==> src/pkg/rais_pkg.sv <==
// constants and types shared by the reset and interrupt sequencer
package rais_pkg;
  // clock
  localparam int CLK_MHZ = 25;
  // timing, in oscillator clock periods unless noted
  localparam int FILTER_CLOCKS = 4;
  localparam int HOLD_CLOCKS = 18;
  localparam int FETCH_DELAY_CLOCKS = 6;
  localparam int POR_TIME_US = 5000;
  localparam int POR_CYCLES = POR_TIME_US * CLK_MHZ;
  // register indices; printed offsets are not word aligned
  localparam logic [7:0] IDX_RST_CAUSE = 8'hf7;
  localparam logic [7:0] IDX_SMR_SEL = 8'hf8;
  localparam logic [7:0] IDX_PRIO = 8'hf9;
  localparam logic [7:0] IDX_REQ = 8'hfa;
  localparam logic [7:0] IDX_MASK = 8'hfb;
  localparam logic [7:0] IDX_FLAGS = 8'hfc;
  localparam int AW = 10;
  localparam logic [AW-1:0] ADDR_RST_CAUSE = {IDX_RST_CAUSE, 2'b00};
  localparam logic [AW-1:0] ADDR_SMR_SEL = {IDX_SMR_SEL, 2'b00};
  localparam logic [AW-1:0] ADDR_PRIO = {IDX_PRIO, 2'b00};
  localparam logic [AW-1:0] ADDR_REQ = {IDX_REQ, 2'b00};
  localparam logic [AW-1:0] ADDR_MASK = {IDX_MASK, 2'b00};
  localparam logic [AW-1:0] ADDR_FLAGS = {IDX_FLAGS, 2'b00};
  // field positions
  localparam int REQ_EDGE_LO = 6;
  localparam int REQ_EDGE_HI = 7;
  localparam int MASK_GLOBAL = 7;
  localparam int N_IRQ = 5;
  localparam int IRQ_FIRST = 0;
  localparam int IRQ_SECOND = 1;
  localparam int IRQ_THIRD = 2;
  localparam int IRQ_TIMER0 = 3;
  localparam int IRQ_TIMER1 = 4;
  localparam int CAUSE_POR = 0;
  localparam int CAUSE_WDT = 1;
  localparam int CAUSE_STOP = 2;
  localparam int CAUSE_LVD = 3;
  localparam int CAUSE_EXT = 4;
  // reset values
  localparam logic [7:0] RST_REQ = 8'h00;
  localparam logic [7:0] RST_MASK = 8'h00;
  localparam logic [7:0] RST_PRIO = 8'h00;
  localparam logic [7:0] RST_FLAGS = 8'h00;
  localparam logic [7:0] RST_SMR = 8'h00;
  localparam logic [4:0] RST_CAUSE = 5'h01;
  // vectors
  localparam logic [15:0] RESET_VECTOR = 16'h000c;
  localparam logic [15:0] VEC_BASE = 16'h0000;

  typedef enum logic [1:0] {RS_POR, RS_HOLD, RS_WAIT, RS_RUN} rais_rst_st_t;
  typedef enum logic [2:0] {IS_IDLE, IS_PCL, IS_PCH, IS_FLG, IS_VHI, IS_VLO, IS_JUMP} rais_int_st_t;
endpackage

==> src/verilog/rais_sequencer.sv <==
// reset sequencing, reset pin filter and vectored interrupt sequencer with apb registers
`timescale 1ns/10ps
`default_nettype none
module rais_sequencer #(
  parameter int POR_CYCLES = rais_pkg::POR_CYCLES
) (
  input wire logic sys_clk_i,
  input wire logic rst_i,
  input wire logic psel_i,
  input wire logic penable_i,
  input wire logic pwrite_i,
  input wire logic [rais_pkg::AW-1:0] paddr_i,
  input wire logic [31:0] pwdata_i,
  output logic [31:0] prdata_o,
  output logic pready_o,
  output logic pslverr_o,
  input wire logic por_i,
  input wire logic wdt_timeout_i,
  input wire logic stop_recovery_i,
  input wire logic low_voltage_i,
  input wire logic reset_pin_i,
  output logic reset_pin_o,
  output logic reset_pin_oe_n_o,
  output logic reset_pullup_en_o,
  output logic core_reset_o,
  output logic data_strobe_n_o,
  output logic address_strobe_n_o,
  output logic fetch_start_o,
  output logic [15:0] fetch_addr_o,
  input wire logic port3_line1_i,
  input wire logic port3_line2_i,
  input wire logic port3_line3_i,
  input wire logic timer0_evt_i,
  input wire logic timer1_evt_i,
  input wire logic comparator_input_one_evt_i,
  input wire logic comparator_input_two_evt_i,
  input wire logic analog_mode_i,
  input wire logic [7:0] stop_recovery_src_i,
  input wire logic [15:0] pc_i,
  output logic push_valid_o,
  output logic [7:0] push_data_o,
  output logic vec_rd_o,
  output logic [15:0] vec_addr_o,
  input wire logic [7:0] prog_data_i,
  output logic jump_o,
  output logic [15:0] jump_addr_o
);
  localparam int CW = $clog2(POR_CYCLES + 1);
  localparam logic [CW-1:0] POR_LAST = CW'(POR_CYCLES - 1);
  localparam logic [CW-1:0] HOLD_LAST = CW'(rais_pkg::HOLD_CLOCKS - 1);
  localparam logic [CW-1:0] FETCH_LAST = CW'(rais_pkg::FETCH_DELAY_CLOCKS - 1);
  localparam logic [2:0] FILT = 3'(rais_pkg::FILTER_CLOCKS);

  if (POR_CYCLES < rais_pkg::HOLD_CLOCKS)
  begin : g_bad_por
    $error("POR_CYCLES must be at least the internal hold count");
  end

  typedef struct packed {
    rais_pkg::rais_rst_st_t rst_st;
    logic [CW-1:0] cnt;
    logic [2:0] low_cnt;
    logic pin_drive;
    logic core_rst;
    logic ds_n;
    logic as_n;
    logic fetch;
    logic [4:0] cause;
    logic [7:0] req;
    logic [7:0] mask;
    logic [7:0] prio;
    logic [7:0] flags;
    logic [7:0] stop_recovery_select;
    logic [2:0] prev_p;
    logic [7:0] prev_src;
    rais_pkg::rais_int_st_t int_st;
    logic [2:0] win;
    logic [15:0] pc;
    logic push_v;
    logic [7:0] push_d;
    logic vec_rd;
    logic [15:0] vec_addr;
    logic jump;
    logic [15:0] jump_addr;
    logic [7:0] rdata;
    logic pready;
    logic pslverr;
  } rais_state_t;

  rais_state_t s_q;
  rais_state_t s_d;

  // rotating priority: the start index from the priority register wins ties
  function automatic logic [2:0] rais_pick(input logic [4:0] pend, input logic [2:0] start);
    logic [2:0] res;
    logic found;
    logic [2:0] idx;
    logic [2:0] base;
    res = 3'h0;
    found = 1'b0;
    base = (start > 3'h4) ? 3'h0 : start;
    for (int i = 0; i < rais_pkg::N_IRQ; i++)
    begin
      idx = 3'((int'(base) + i) % rais_pkg::N_IRQ);
      if (!found && pend[idx])
      begin
        res = idx;
        found = 1'b1;
      end
    end
    return res;
  endfunction

  logic [4:0] evt;
  logic ext_det;
  logic grant;
  logic wr_acc;
  logic [2:0] win_c;

  always_comb
  begin
    logic [1:0] esel;
    logic [2:0] fall_p;
    logic [2:0] rise_p;
    logic [7:0] fall_src;
    esel = s_q.req[rais_pkg::REQ_EDGE_HI:rais_pkg::REQ_EDGE_LO];
    fall_p = 3'h0;
    rise_p = 3'h0;
    fall_src = 8'h00;
    s_d = s_q;
    /////////////////////////////////////////////////////////////////////////
    // apb slave: data latched in setup, answer in the access cycle
    s_d.pready = psel_i && !penable_i;
    s_d.pslverr = 1'b0;
    if (psel_i && !penable_i)
    begin
      s_d.rdata = 8'h00;
      if (paddr_i == rais_pkg::ADDR_REQ)
        s_d.rdata = s_q.req;
      else if (paddr_i == rais_pkg::ADDR_MASK)
        s_d.rdata = s_q.mask;
      else if (paddr_i == rais_pkg::ADDR_PRIO)
        s_d.rdata = s_q.prio;
      else if (paddr_i == rais_pkg::ADDR_FLAGS)
        s_d.rdata = s_q.flags;
      else if (paddr_i == rais_pkg::ADDR_SMR_SEL)
        s_d.rdata = s_q.stop_recovery_select;
      else if (paddr_i == rais_pkg::ADDR_RST_CAUSE)
        s_d.rdata = {3'h0, s_q.cause};
      else
        s_d.pslverr = 1'b1;
    end
    wr_acc = psel_i && penable_i && s_q.pready && pwrite_i;
    if (wr_acc)
    begin
      if (paddr_i == rais_pkg::ADDR_REQ)
        s_d.req = pwdata_i[7:0];
      else if (paddr_i == rais_pkg::ADDR_MASK)
        s_d.mask = pwdata_i[7:0];
      else if (paddr_i == rais_pkg::ADDR_PRIO)
        s_d.prio = pwdata_i[7:0];
      else if (paddr_i == rais_pkg::ADDR_FLAGS)
        s_d.flags = pwdata_i[7:0];
      else if (paddr_i == rais_pkg::ADDR_SMR_SEL)
        s_d.stop_recovery_select = pwdata_i[7:0];
      else if (paddr_i == rais_pkg::ADDR_RST_CAUSE)
        s_d.cause = s_q.cause & ~pwdata_i[4:0];
    end
    /////////////////////////////////////////////////////////////////////////
    // reset pin filter
    // our own drive reads back low, so it is not counted
    if (!reset_pin_i && !s_q.pin_drive)
      s_d.low_cnt = (s_q.low_cnt == FILT) ? FILT : 3'(s_q.low_cnt + 3'h1);
    else
      s_d.low_cnt = 3'h0;
    ext_det = (s_q.low_cnt == FILT);
    // cause bits are sticky, set wins over a software clear
    s_d.cause = s_d.cause | {ext_det, low_voltage_i, stop_recovery_i, wdt_timeout_i, por_i};
    // power-on or watchdog reset overrides every other state
    if (por_i || wdt_timeout_i)
    begin
      s_d.rst_st = rais_pkg::RS_POR;
      s_d.cnt = '0;
    end
    else if (s_q.rst_st != rais_pkg::RS_POR && (stop_recovery_i || low_voltage_i ||
             (ext_det && s_q.rst_st != rais_pkg::RS_HOLD)))
    begin
      // latched on the clock after four low samples
      s_d.rst_st = rais_pkg::RS_HOLD;
      s_d.cnt = '0;
    end
    else
    begin
      case (s_q.rst_st)
        rais_pkg::RS_POR:
        begin
          s_d.cnt = CW'(s_q.cnt + 1'b1);
          if (s_q.cnt == POR_LAST)
          begin
            s_d.rst_st = rais_pkg::RS_HOLD;
            s_d.cnt = '0;
          end
        end
        rais_pkg::RS_HOLD:
        begin
          // count 18, then wait for the pin to come high
          if (s_q.cnt != HOLD_LAST)
            s_d.cnt = CW'(s_q.cnt + 1'b1);
          else if (reset_pin_i)
          begin
            s_d.rst_st = rais_pkg::RS_WAIT;
            s_d.cnt = '0;
          end
        end
        rais_pkg::RS_WAIT:
        begin
          s_d.cnt = CW'(s_q.cnt + 1'b1);
          if (s_q.cnt == FETCH_LAST)
            s_d.rst_st = rais_pkg::RS_RUN;
        end
        default:
        begin
          s_d.cnt = '0;
        end
      endcase
    end
    // one pulse starts fetching at the reset vector
    s_d.fetch = (s_q.rst_st == rais_pkg::RS_WAIT) && (s_q.cnt == FETCH_LAST) &&
                (s_d.rst_st == rais_pkg::RS_RUN);
    // pin driven only for the power-on interval, which a watchdog timeout also starts
    s_d.pin_drive = (s_d.rst_st == rais_pkg::RS_POR);
    s_d.core_rst = (s_d.rst_st == rais_pkg::RS_POR) || (s_d.rst_st == rais_pkg::RS_HOLD);
    s_d.ds_n = !s_d.core_rst;
    s_d.as_n = s_d.core_rst ? !s_q.as_n : 1'b1;
    /////////////////////////////////////////////////////////////////////////
    // edge selection for the two port lines
    fall_p = s_q.prev_p & ~{port3_line3_i, port3_line2_i, port3_line1_i};
    rise_p = ~s_q.prev_p & {port3_line3_i, port3_line2_i, port3_line1_i};
    fall_src = s_q.prev_src & ~stop_recovery_src_i;
    s_d.prev_p = {port3_line3_i, port3_line2_i, port3_line1_i};
    s_d.prev_src = stop_recovery_src_i;
    // comparator events share the port line requests
    evt[rais_pkg::IRQ_THIRD] = fall_p[0] || (esel == 2'h3 && rise_p[0]) || comparator_input_one_evt_i;
    evt[rais_pkg::IRQ_FIRST] = (esel == 2'h1 ? rise_p[1] : fall_p[1]) || (esel == 2'h3 && rise_p[1]) ||
                               comparator_input_two_evt_i;
    // recovery sources on falling edge, joined by the port 3 line 3 falling edge
    evt[rais_pkg::IRQ_SECOND] = fall_p[2] || (analog_mode_i && |(fall_src & s_q.stop_recovery_select));
    evt[rais_pkg::IRQ_TIMER0] = timer0_evt_i;
    evt[rais_pkg::IRQ_TIMER1] = timer1_evt_i;
    /////////////////////////////////////////////////////////////////////////
    // global and per-source enables
    win_c = rais_pick(s_q.req[4:0] & s_q.mask[4:0], s_q.prio[2:0]);
    grant = (s_q.rst_st == rais_pkg::RS_RUN) && (s_q.int_st == rais_pkg::IS_IDLE) &&
            s_q.mask[rais_pkg::MASK_GLOBAL] && |(s_q.req[4:0] & s_q.mask[4:0]);
    s_d.push_v = 1'b0;
    s_d.vec_rd = 1'b0;
    s_d.jump = 1'b0;
    case (s_q.int_st)
      rais_pkg::IS_IDLE:
      begin
        if (grant)
        begin
          // disable, then save pc low, pc high, flags
          s_d.int_st = rais_pkg::IS_PCL;
          s_d.win = win_c;
          s_d.pc = pc_i;
          s_d.push_v = 1'b1;
          s_d.push_d = pc_i[7:0];
          s_d.mask[rais_pkg::MASK_GLOBAL] = 1'b0;
          s_d.req[win_c] = 1'b0;
        end
      end
      rais_pkg::IS_PCL:
      begin
        s_d.int_st = rais_pkg::IS_PCH;
        s_d.push_v = 1'b1;
        s_d.push_d = s_q.pc[15:8];
      end
      rais_pkg::IS_PCH:
      begin
        s_d.int_st = rais_pkg::IS_FLG;
        s_d.push_v = 1'b1;
        s_d.push_d = s_q.flags;
      end
      rais_pkg::IS_FLG:
      begin
        // high byte of the vector first
        s_d.int_st = rais_pkg::IS_VHI;
        s_d.vec_rd = 1'b1;
        s_d.vec_addr = rais_pkg::VEC_BASE | {12'h000, s_q.win, 1'b0};
      end
      rais_pkg::IS_VHI:
      begin
        s_d.int_st = rais_pkg::IS_VLO;
        s_d.jump_addr[15:8] = prog_data_i;
        s_d.vec_rd = 1'b1;
        s_d.vec_addr = rais_pkg::VEC_BASE | {12'h000, s_q.win, 1'b1};
      end
      rais_pkg::IS_VLO:
      begin
        s_d.int_st = rais_pkg::IS_JUMP;
        s_d.jump_addr[7:0] = prog_data_i;
        s_d.jump = 1'b1;
      end
      default:
      begin
        s_d.int_st = rais_pkg::IS_IDLE;
      end
    endcase
    // events latch regardless of mask; set wins over clears
    s_d.req[4:0] = s_d.req[4:0] | evt;
    // any reset abandons an interrupt sequence
    if (s_d.rst_st != rais_pkg::RS_RUN)
    begin
      s_d.int_st = rais_pkg::IS_IDLE;
      s_d.push_v = 1'b0;
      s_d.vec_rd = 1'b0;
      s_d.jump = 1'b0;
    end
  end

  always_ff @(posedge sys_clk_i or posedge rst_i)
  begin
    if (rst_i)
    begin
      s_q <= '0;
      s_q.rst_st <= rais_pkg::RS_POR;
      s_q.pin_drive <= 1'b1;
      s_q.core_rst <= 1'b1;
      s_q.ds_n <= 1'b0;
      s_q.as_n <= 1'b1;
      s_q.cause <= rais_pkg::RST_CAUSE;
      s_q.req <= rais_pkg::RST_REQ;
      s_q.mask <= rais_pkg::RST_MASK;
      s_q.prio <= rais_pkg::RST_PRIO;
      s_q.flags <= rais_pkg::RST_FLAGS;
      s_q.stop_recovery_select <= rais_pkg::RST_SMR;
      s_q.prev_p <= 3'h7;
      s_q.prev_src <= 8'hff;
      s_q.int_st <= rais_pkg::IS_IDLE;
    end
    else
      s_q <= s_d;
  end

  /////////////////////////////////////////////////////////////////////////////
  assign prdata_o = {24'h000000, s_q.rdata};
  assign pready_o = s_q.pready;
  assign pslverr_o = s_q.pslverr;
  // open drain: only ever pulls low
  assign reset_pin_o = 1'b0;
  assign reset_pin_oe_n_o = !s_q.pin_drive;
  assign reset_pullup_en_o = 1'b1;
  assign core_reset_o = s_q.core_rst;
  assign data_strobe_n_o = s_q.ds_n;
  assign address_strobe_n_o = s_q.as_n;
  assign fetch_start_o = s_q.fetch;
  assign fetch_addr_o = rais_pkg::RESET_VECTOR;
  assign push_valid_o = s_q.push_v;
  assign push_data_o = s_q.push_d;
  assign vec_rd_o = s_q.vec_rd;
  assign vec_addr_o = s_q.vec_addr;
  assign jump_o = s_q.jump;
  assign jump_addr_o = s_q.jump_addr;

  /////////////////////////////////////////////////////////////////////////////
  chk_filter_accept: assert property (@(posedge sys_clk_i) disable iff (rst_i)
    (s_q.rst_st == rais_pkg::RS_RUN && !reset_pin_i && !stop_recovery_i)[*4] |-> ##2 core_reset_o)
    else $error("four low samples did not start reset");
  chk_filter_short: assert property (@(posedge sys_clk_i) disable iff (rst_i)
    $rose(s_q.rst_st == rais_pkg::RS_HOLD) && $past(s_q.rst_st) == rais_pkg::RS_RUN &&
    $past(!stop_recovery_i && !low_voltage_i) |-> $past(s_q.low_cnt) == 3'h4)
    else $error("reset entered without full filter count");
  chk_hold_release: assert property (@(posedge sys_clk_i) disable iff (rst_i)
    $fell(core_reset_o) |-> $past(s_q.cnt) == HOLD_LAST && $past(reset_pin_i))
    else $error("internal reset released early");
  chk_strobe_reset: assert property (@(posedge sys_clk_i) disable iff (rst_i)
    core_reset_o && $past(core_reset_o) && !$past(rst_i) |->
    !data_strobe_n_o && address_strobe_n_o != $past(address_strobe_n_o))
    else $error("strobes wrong during reset");
  chk_fetch_delay: assert property (@(posedge sys_clk_i) disable iff (rst_i)
    $fell(core_reset_o) |-> ##[5:10] (fetch_start_o && fetch_addr_o == 16'h000c))
    else $error("fetch did not start in window");
  chk_por_drive: assert property (@(posedge sys_clk_i) disable iff (rst_i)
    por_i || wdt_timeout_i |=> (!reset_pin_oe_n_o && core_reset_o)[*8])
    else $error("reset pin not driven after power-on");
  chk_int_abort: assert property (@(posedge sys_clk_i) disable iff (rst_i)
    core_reset_o |-> s_q.int_st == rais_pkg::IS_IDLE && !push_valid_o && !jump_o)
    else $error("interrupt sequence runs under reset");
  chk_grant_clear: assert property (@(posedge sys_clk_i) disable iff (rst_i)
    grant |=> !s_q.mask[rais_pkg::MASK_GLOBAL] && (!s_q.req[s_q.win] || $past(evt[win_c])))
    else $error("grant left request or enable set");
  chk_event_latch: assert property (@(posedge sys_clk_i) disable iff (rst_i)
    |evt |=> (s_q.req[4:0] & $past(evt)) == $past(evt))
    else $error("event lost from request register");
  chk_grant_enabled: assert property (@(posedge sys_clk_i) disable iff (rst_i)
    $rose(push_valid_o) |-> $past(s_q.mask[rais_pkg::MASK_GLOBAL]) && $past(s_q.mask[win_c]))
    else $error("masked request granted");
  chk_push_order: assert property (@(posedge sys_clk_i) disable iff (rst_i || core_reset_o)
    $rose(push_valid_o) |-> push_valid_o[*3] ##1 (!push_valid_o && vec_rd_o) ##2 jump_o)
    else $error("interrupt cycle out of order");
endmodule
`default_nettype wire

==> config.mk <==
export PLATFORM = sky130hd
export DESIGN_NAME = rais_sequencer
export DESIGN_NICKNAME = d
export VERILOG_FILES = /design/src/pkg/rais_pkg.sv /design/src/verilog/rais_sequencer.sv
export SDC_FILE = /design/constraint.sdc
export NUM_CORES = 1
export LEC_CHECK = 0
export BUFFER_PORTS_ARGS = -buffer_cell sky130_fd_sc_hd__buf_2
export CORE_MARGIN = 5
export CORE_UTILIZATION = 55
export CTS_CLUSTER_DIAMETER = 150
export CTS_CLUSTER_SIZE = 10
export DETAILED_ROUTE_END_ITERATION = 10
export PLACE_DENSITY = 0.8
export RECOVER_POWER = 25
export SETUP_SLACK_MARGIN = 0.4
export SLEW_MARGIN = 20
export SYNTH_ARGS = -nofsm -noshare
export SYNTH_HDL_FRONTEND = slang
export SYNTH_SLANG_ARGS = --single-unit
==> constraint.sdc <==
create_clock -name sys_clk_i -period 5.4 [get_ports sys_clk_i]
set_clock_uncertainty 0.1 [all_clocks]
set_input_delay 0.27 -clock sys_clk_i [delete_from_list [all_inputs] [get_ports sys_clk_i]]
set_output_delay 0.27 -clock sys_clk_i [all_outputs]
set_load 0.02 [all_outputs]
==> run metrics <==
status=complete, but fails checks; failing checks=max-capacitance violations, max-slew violations; gr usage total=0.2348; Area Overhead vs Synth=16.34%; Post-Synthesis Cells=829; commonest non-fill, non-tap cell in the layout=dfrtp_1; RSZ-0062 raised after global routing=no; Hold Violations, Final=0; Slew @ Worst Pin=2.874 ns; vias per cell=5.806; Slew Limit Fails=68; Final Setup Violations=0; DIE AREA=0.01729 sq mm; slew margin rel.=-0.9268; Worst Setup Start Kind=register; Netlist Area Pre-Place=0.008119 sq mm; vias in the first global route=6,479; most frequent cells in the layout=dfrtp_1, buf_2, nand2_1, nor2_1, mux2_2; P_leak=4.457 nW; H-tree level count=4; Max Cap Viol=1; overall power=2.461 mW; DR WL/cell=18.10 um; Critical Path RT=5.58 ns; Clock transition at path regs=0.05 ns; Starting Density=0.5586; clock sink total=138; Die W=131.5 um; layout cells sized above 1=0.2521; Final Instance Area=0.009445 sq mm; register bit total from synthesis=138; PortBufs=113; Site Rows=44; Layout Utilization=0.6499; GRT overflow=0; antenna violations before repair=0; Core Box Area=0.01453 sq mm; placed cell area=0.008367 sq mm; first-pass GRT wire length=33,380 um; I/O pin count=192; largest net degree at the start of global routing=73; Post-Route WL=20,710 um; Worst Hold Class=in -> reg; final worst path period need=4.661 ns; CP endpoint kind=register; # DRC=0; Worst VDD drop=221.5 uV; Syn. warnings=0; fmax=214.5 MHz; final period utilization=0.8632; Iteration-0 DRC Markers=597; Hold Slack=0.001859 ns; Worst EP arrival=4.84 ns; Top FF cell, synth=dfrtp_1; die height=131.5 um; DP HPWL=14,650 um; Clock Path Buffers=2; Unique masters post-synth=82; Root Buffer=clkbuf_16; Synth Area per Inst=9.794 sq um; Initial DRT Pass Iterations=6; remaining antenna violation count after routing=0; Post-synth EDFFs=0; TritonCTS clock tree=built; Cell Pwr Density=260.5 mW/mm^2; via count=6,642; clk_lat worst skew=0.43 ns; Nets=1,057; fraction of the yosys area taken by sequential cells=0.4276; WS Path Type=reg -> reg; Setup TNS=0 ns; TritonCTS buffer count=17; FFs w/ async S/R, synth=1.000; CP Max Fanout=9; Antenna diodes=0; GPL Wtd Cong=0.9176
[registers in the layout, indices dropped and copies added (netlist names), 4 cells and up]
name         cells
jump_addr_o     16
prdata_o         8
push_data_o      8
s_q             93
vec_addr_o       4
[path summary, 6_finish.rpt]
path	endpoint	start	slack [ns]	depth (start not counted)
setup / recovery	s_q[119]	s_q[103]	0.74	18
hold / removal	s_q[119]	analog_mode_i	0.002	3
setup reg to reg	s_q[119]	s_q[103]	0.74	18
hold reg to reg	address_strobe_n_o	address_strobe_n_o	0.35	1
max in group asynchronous	s_q[104]	rst_i	2.19	4
min in group asynchronous	s_q[152]	rst_i	1.13	3
[cells in the mapped netlist, types with 9 or more instances]
library cell / number / area [sq um]
mux2_2: 61 / 686.9
nand4_1: 11 / 68.82
nand2_1: 90 / 337.8
o21ai_0: 27 / 135.1
clkbuf_1: 20 / 75.07
nand3_1: 13 / 65.06
nor3_1: 13 / 65.06
mux2i_1: 17 / 170.2
dfstp_2: 15 / 394.1
inv_1: 21 / 78.83
nor2_1: 80 / 300.3
a22oi_1: 10 / 75.07
xor2_1: 9 / 78.83
buf_4: 90 / 675.7
a21oi_1: 22 / 110.1
ha_1: 18 / 225.2
nand2b_1: 9 / 56.30
dfrtp_1: 123 / 3078
[metrics by stage]
| step | std cells | setup WS [ns] |
|---|---|---|
| after global routing | 1144 | 0.5087 |
| after detailed placement | 1067 | 0.6196 |
| after floorplan | 881 | 0.8697 |
| after CTS | 1141 | 0.5956 |
| after global placement | 1067 | 0.7155 |
| final | 1144 | 0.7389 |
[timing repair]
action                                  in CTS  in global routing
hold buffers                                42                  0
setup buffers                                0                  3
endpoints found under the hold margin      110                  0
resized for setup                            0                  3
endpoints found under the setup margin       0                  1
[final cells by class]
class | instances | area (sq um)
fillers | 1148 | 5089
multi-input cells | 600 | 3969
flip-flops and latches | 138 | 3472
repair buffers | 166 | 1054
clock buffers | 22 | 464.2
well taps | 184 | 230.2
clock inverters | 10 | 165.2
inverters | 24 | 91.34
[critical path: stages, from the launching register on]
cell      delay (ns)
dfrtp_1         0.49
nor2b_1         0.20
inv_1           0.12
ha_1            0.29
inv_1           0.13
xnor2_2         0.20
ha_1            0.18
inv_1           0.04
ha_1            0.25
nand2b_1        0.20
a21oi_1         0.25
a211oi_2        0.13
a211oi_4        0.30
mux2i_1         0.15
mux2_4          0.30
or4_4           0.49
and3_4          0.21
a311oi_2        0.35
o221ai_1        0.15
[routing by layer]
layer / up-vias / wire (um) / GRT usage
li1: 3059 / - / -
met1: 3205 / 8529 / 0.3032
met2: 331 / 10090 / 0.3871
met3: 47 / 1530 / 0.05657
met4: 0 / 563 / 0.08286
met5: - / 0 / 0
[power by group]
part           internal, mW  total, mW  switching (mW)
combinational        0.0528      0.156           0.103
clock                 0.800       1.25           0.453
sequential             1.05       1.05         0.00499
total                  1.90       2.46           0.561
[logic make-up (layout without fill, tap and decap cells)]
logic type / after synthesis / after routing / share of synthesized area
flip-flops: 138 / 138 / 0.4276
AND/OR/NAND/NOR: 285 / 285 / 0.1752
other: 2 / 54 / 0.0009250
AO/OA/AOI/OAI: 148 / 148 / 0.1322
XOR/XNOR: 16 / 16 / 0.01819
buffers and inverters: 143 / 222 / 0.1106
adder cells (fa/ha/maj): 18 / 18 / 0.02774
multiplexers: 79 / 79 / 0.1074
Power figures use the tool's default switching activity.
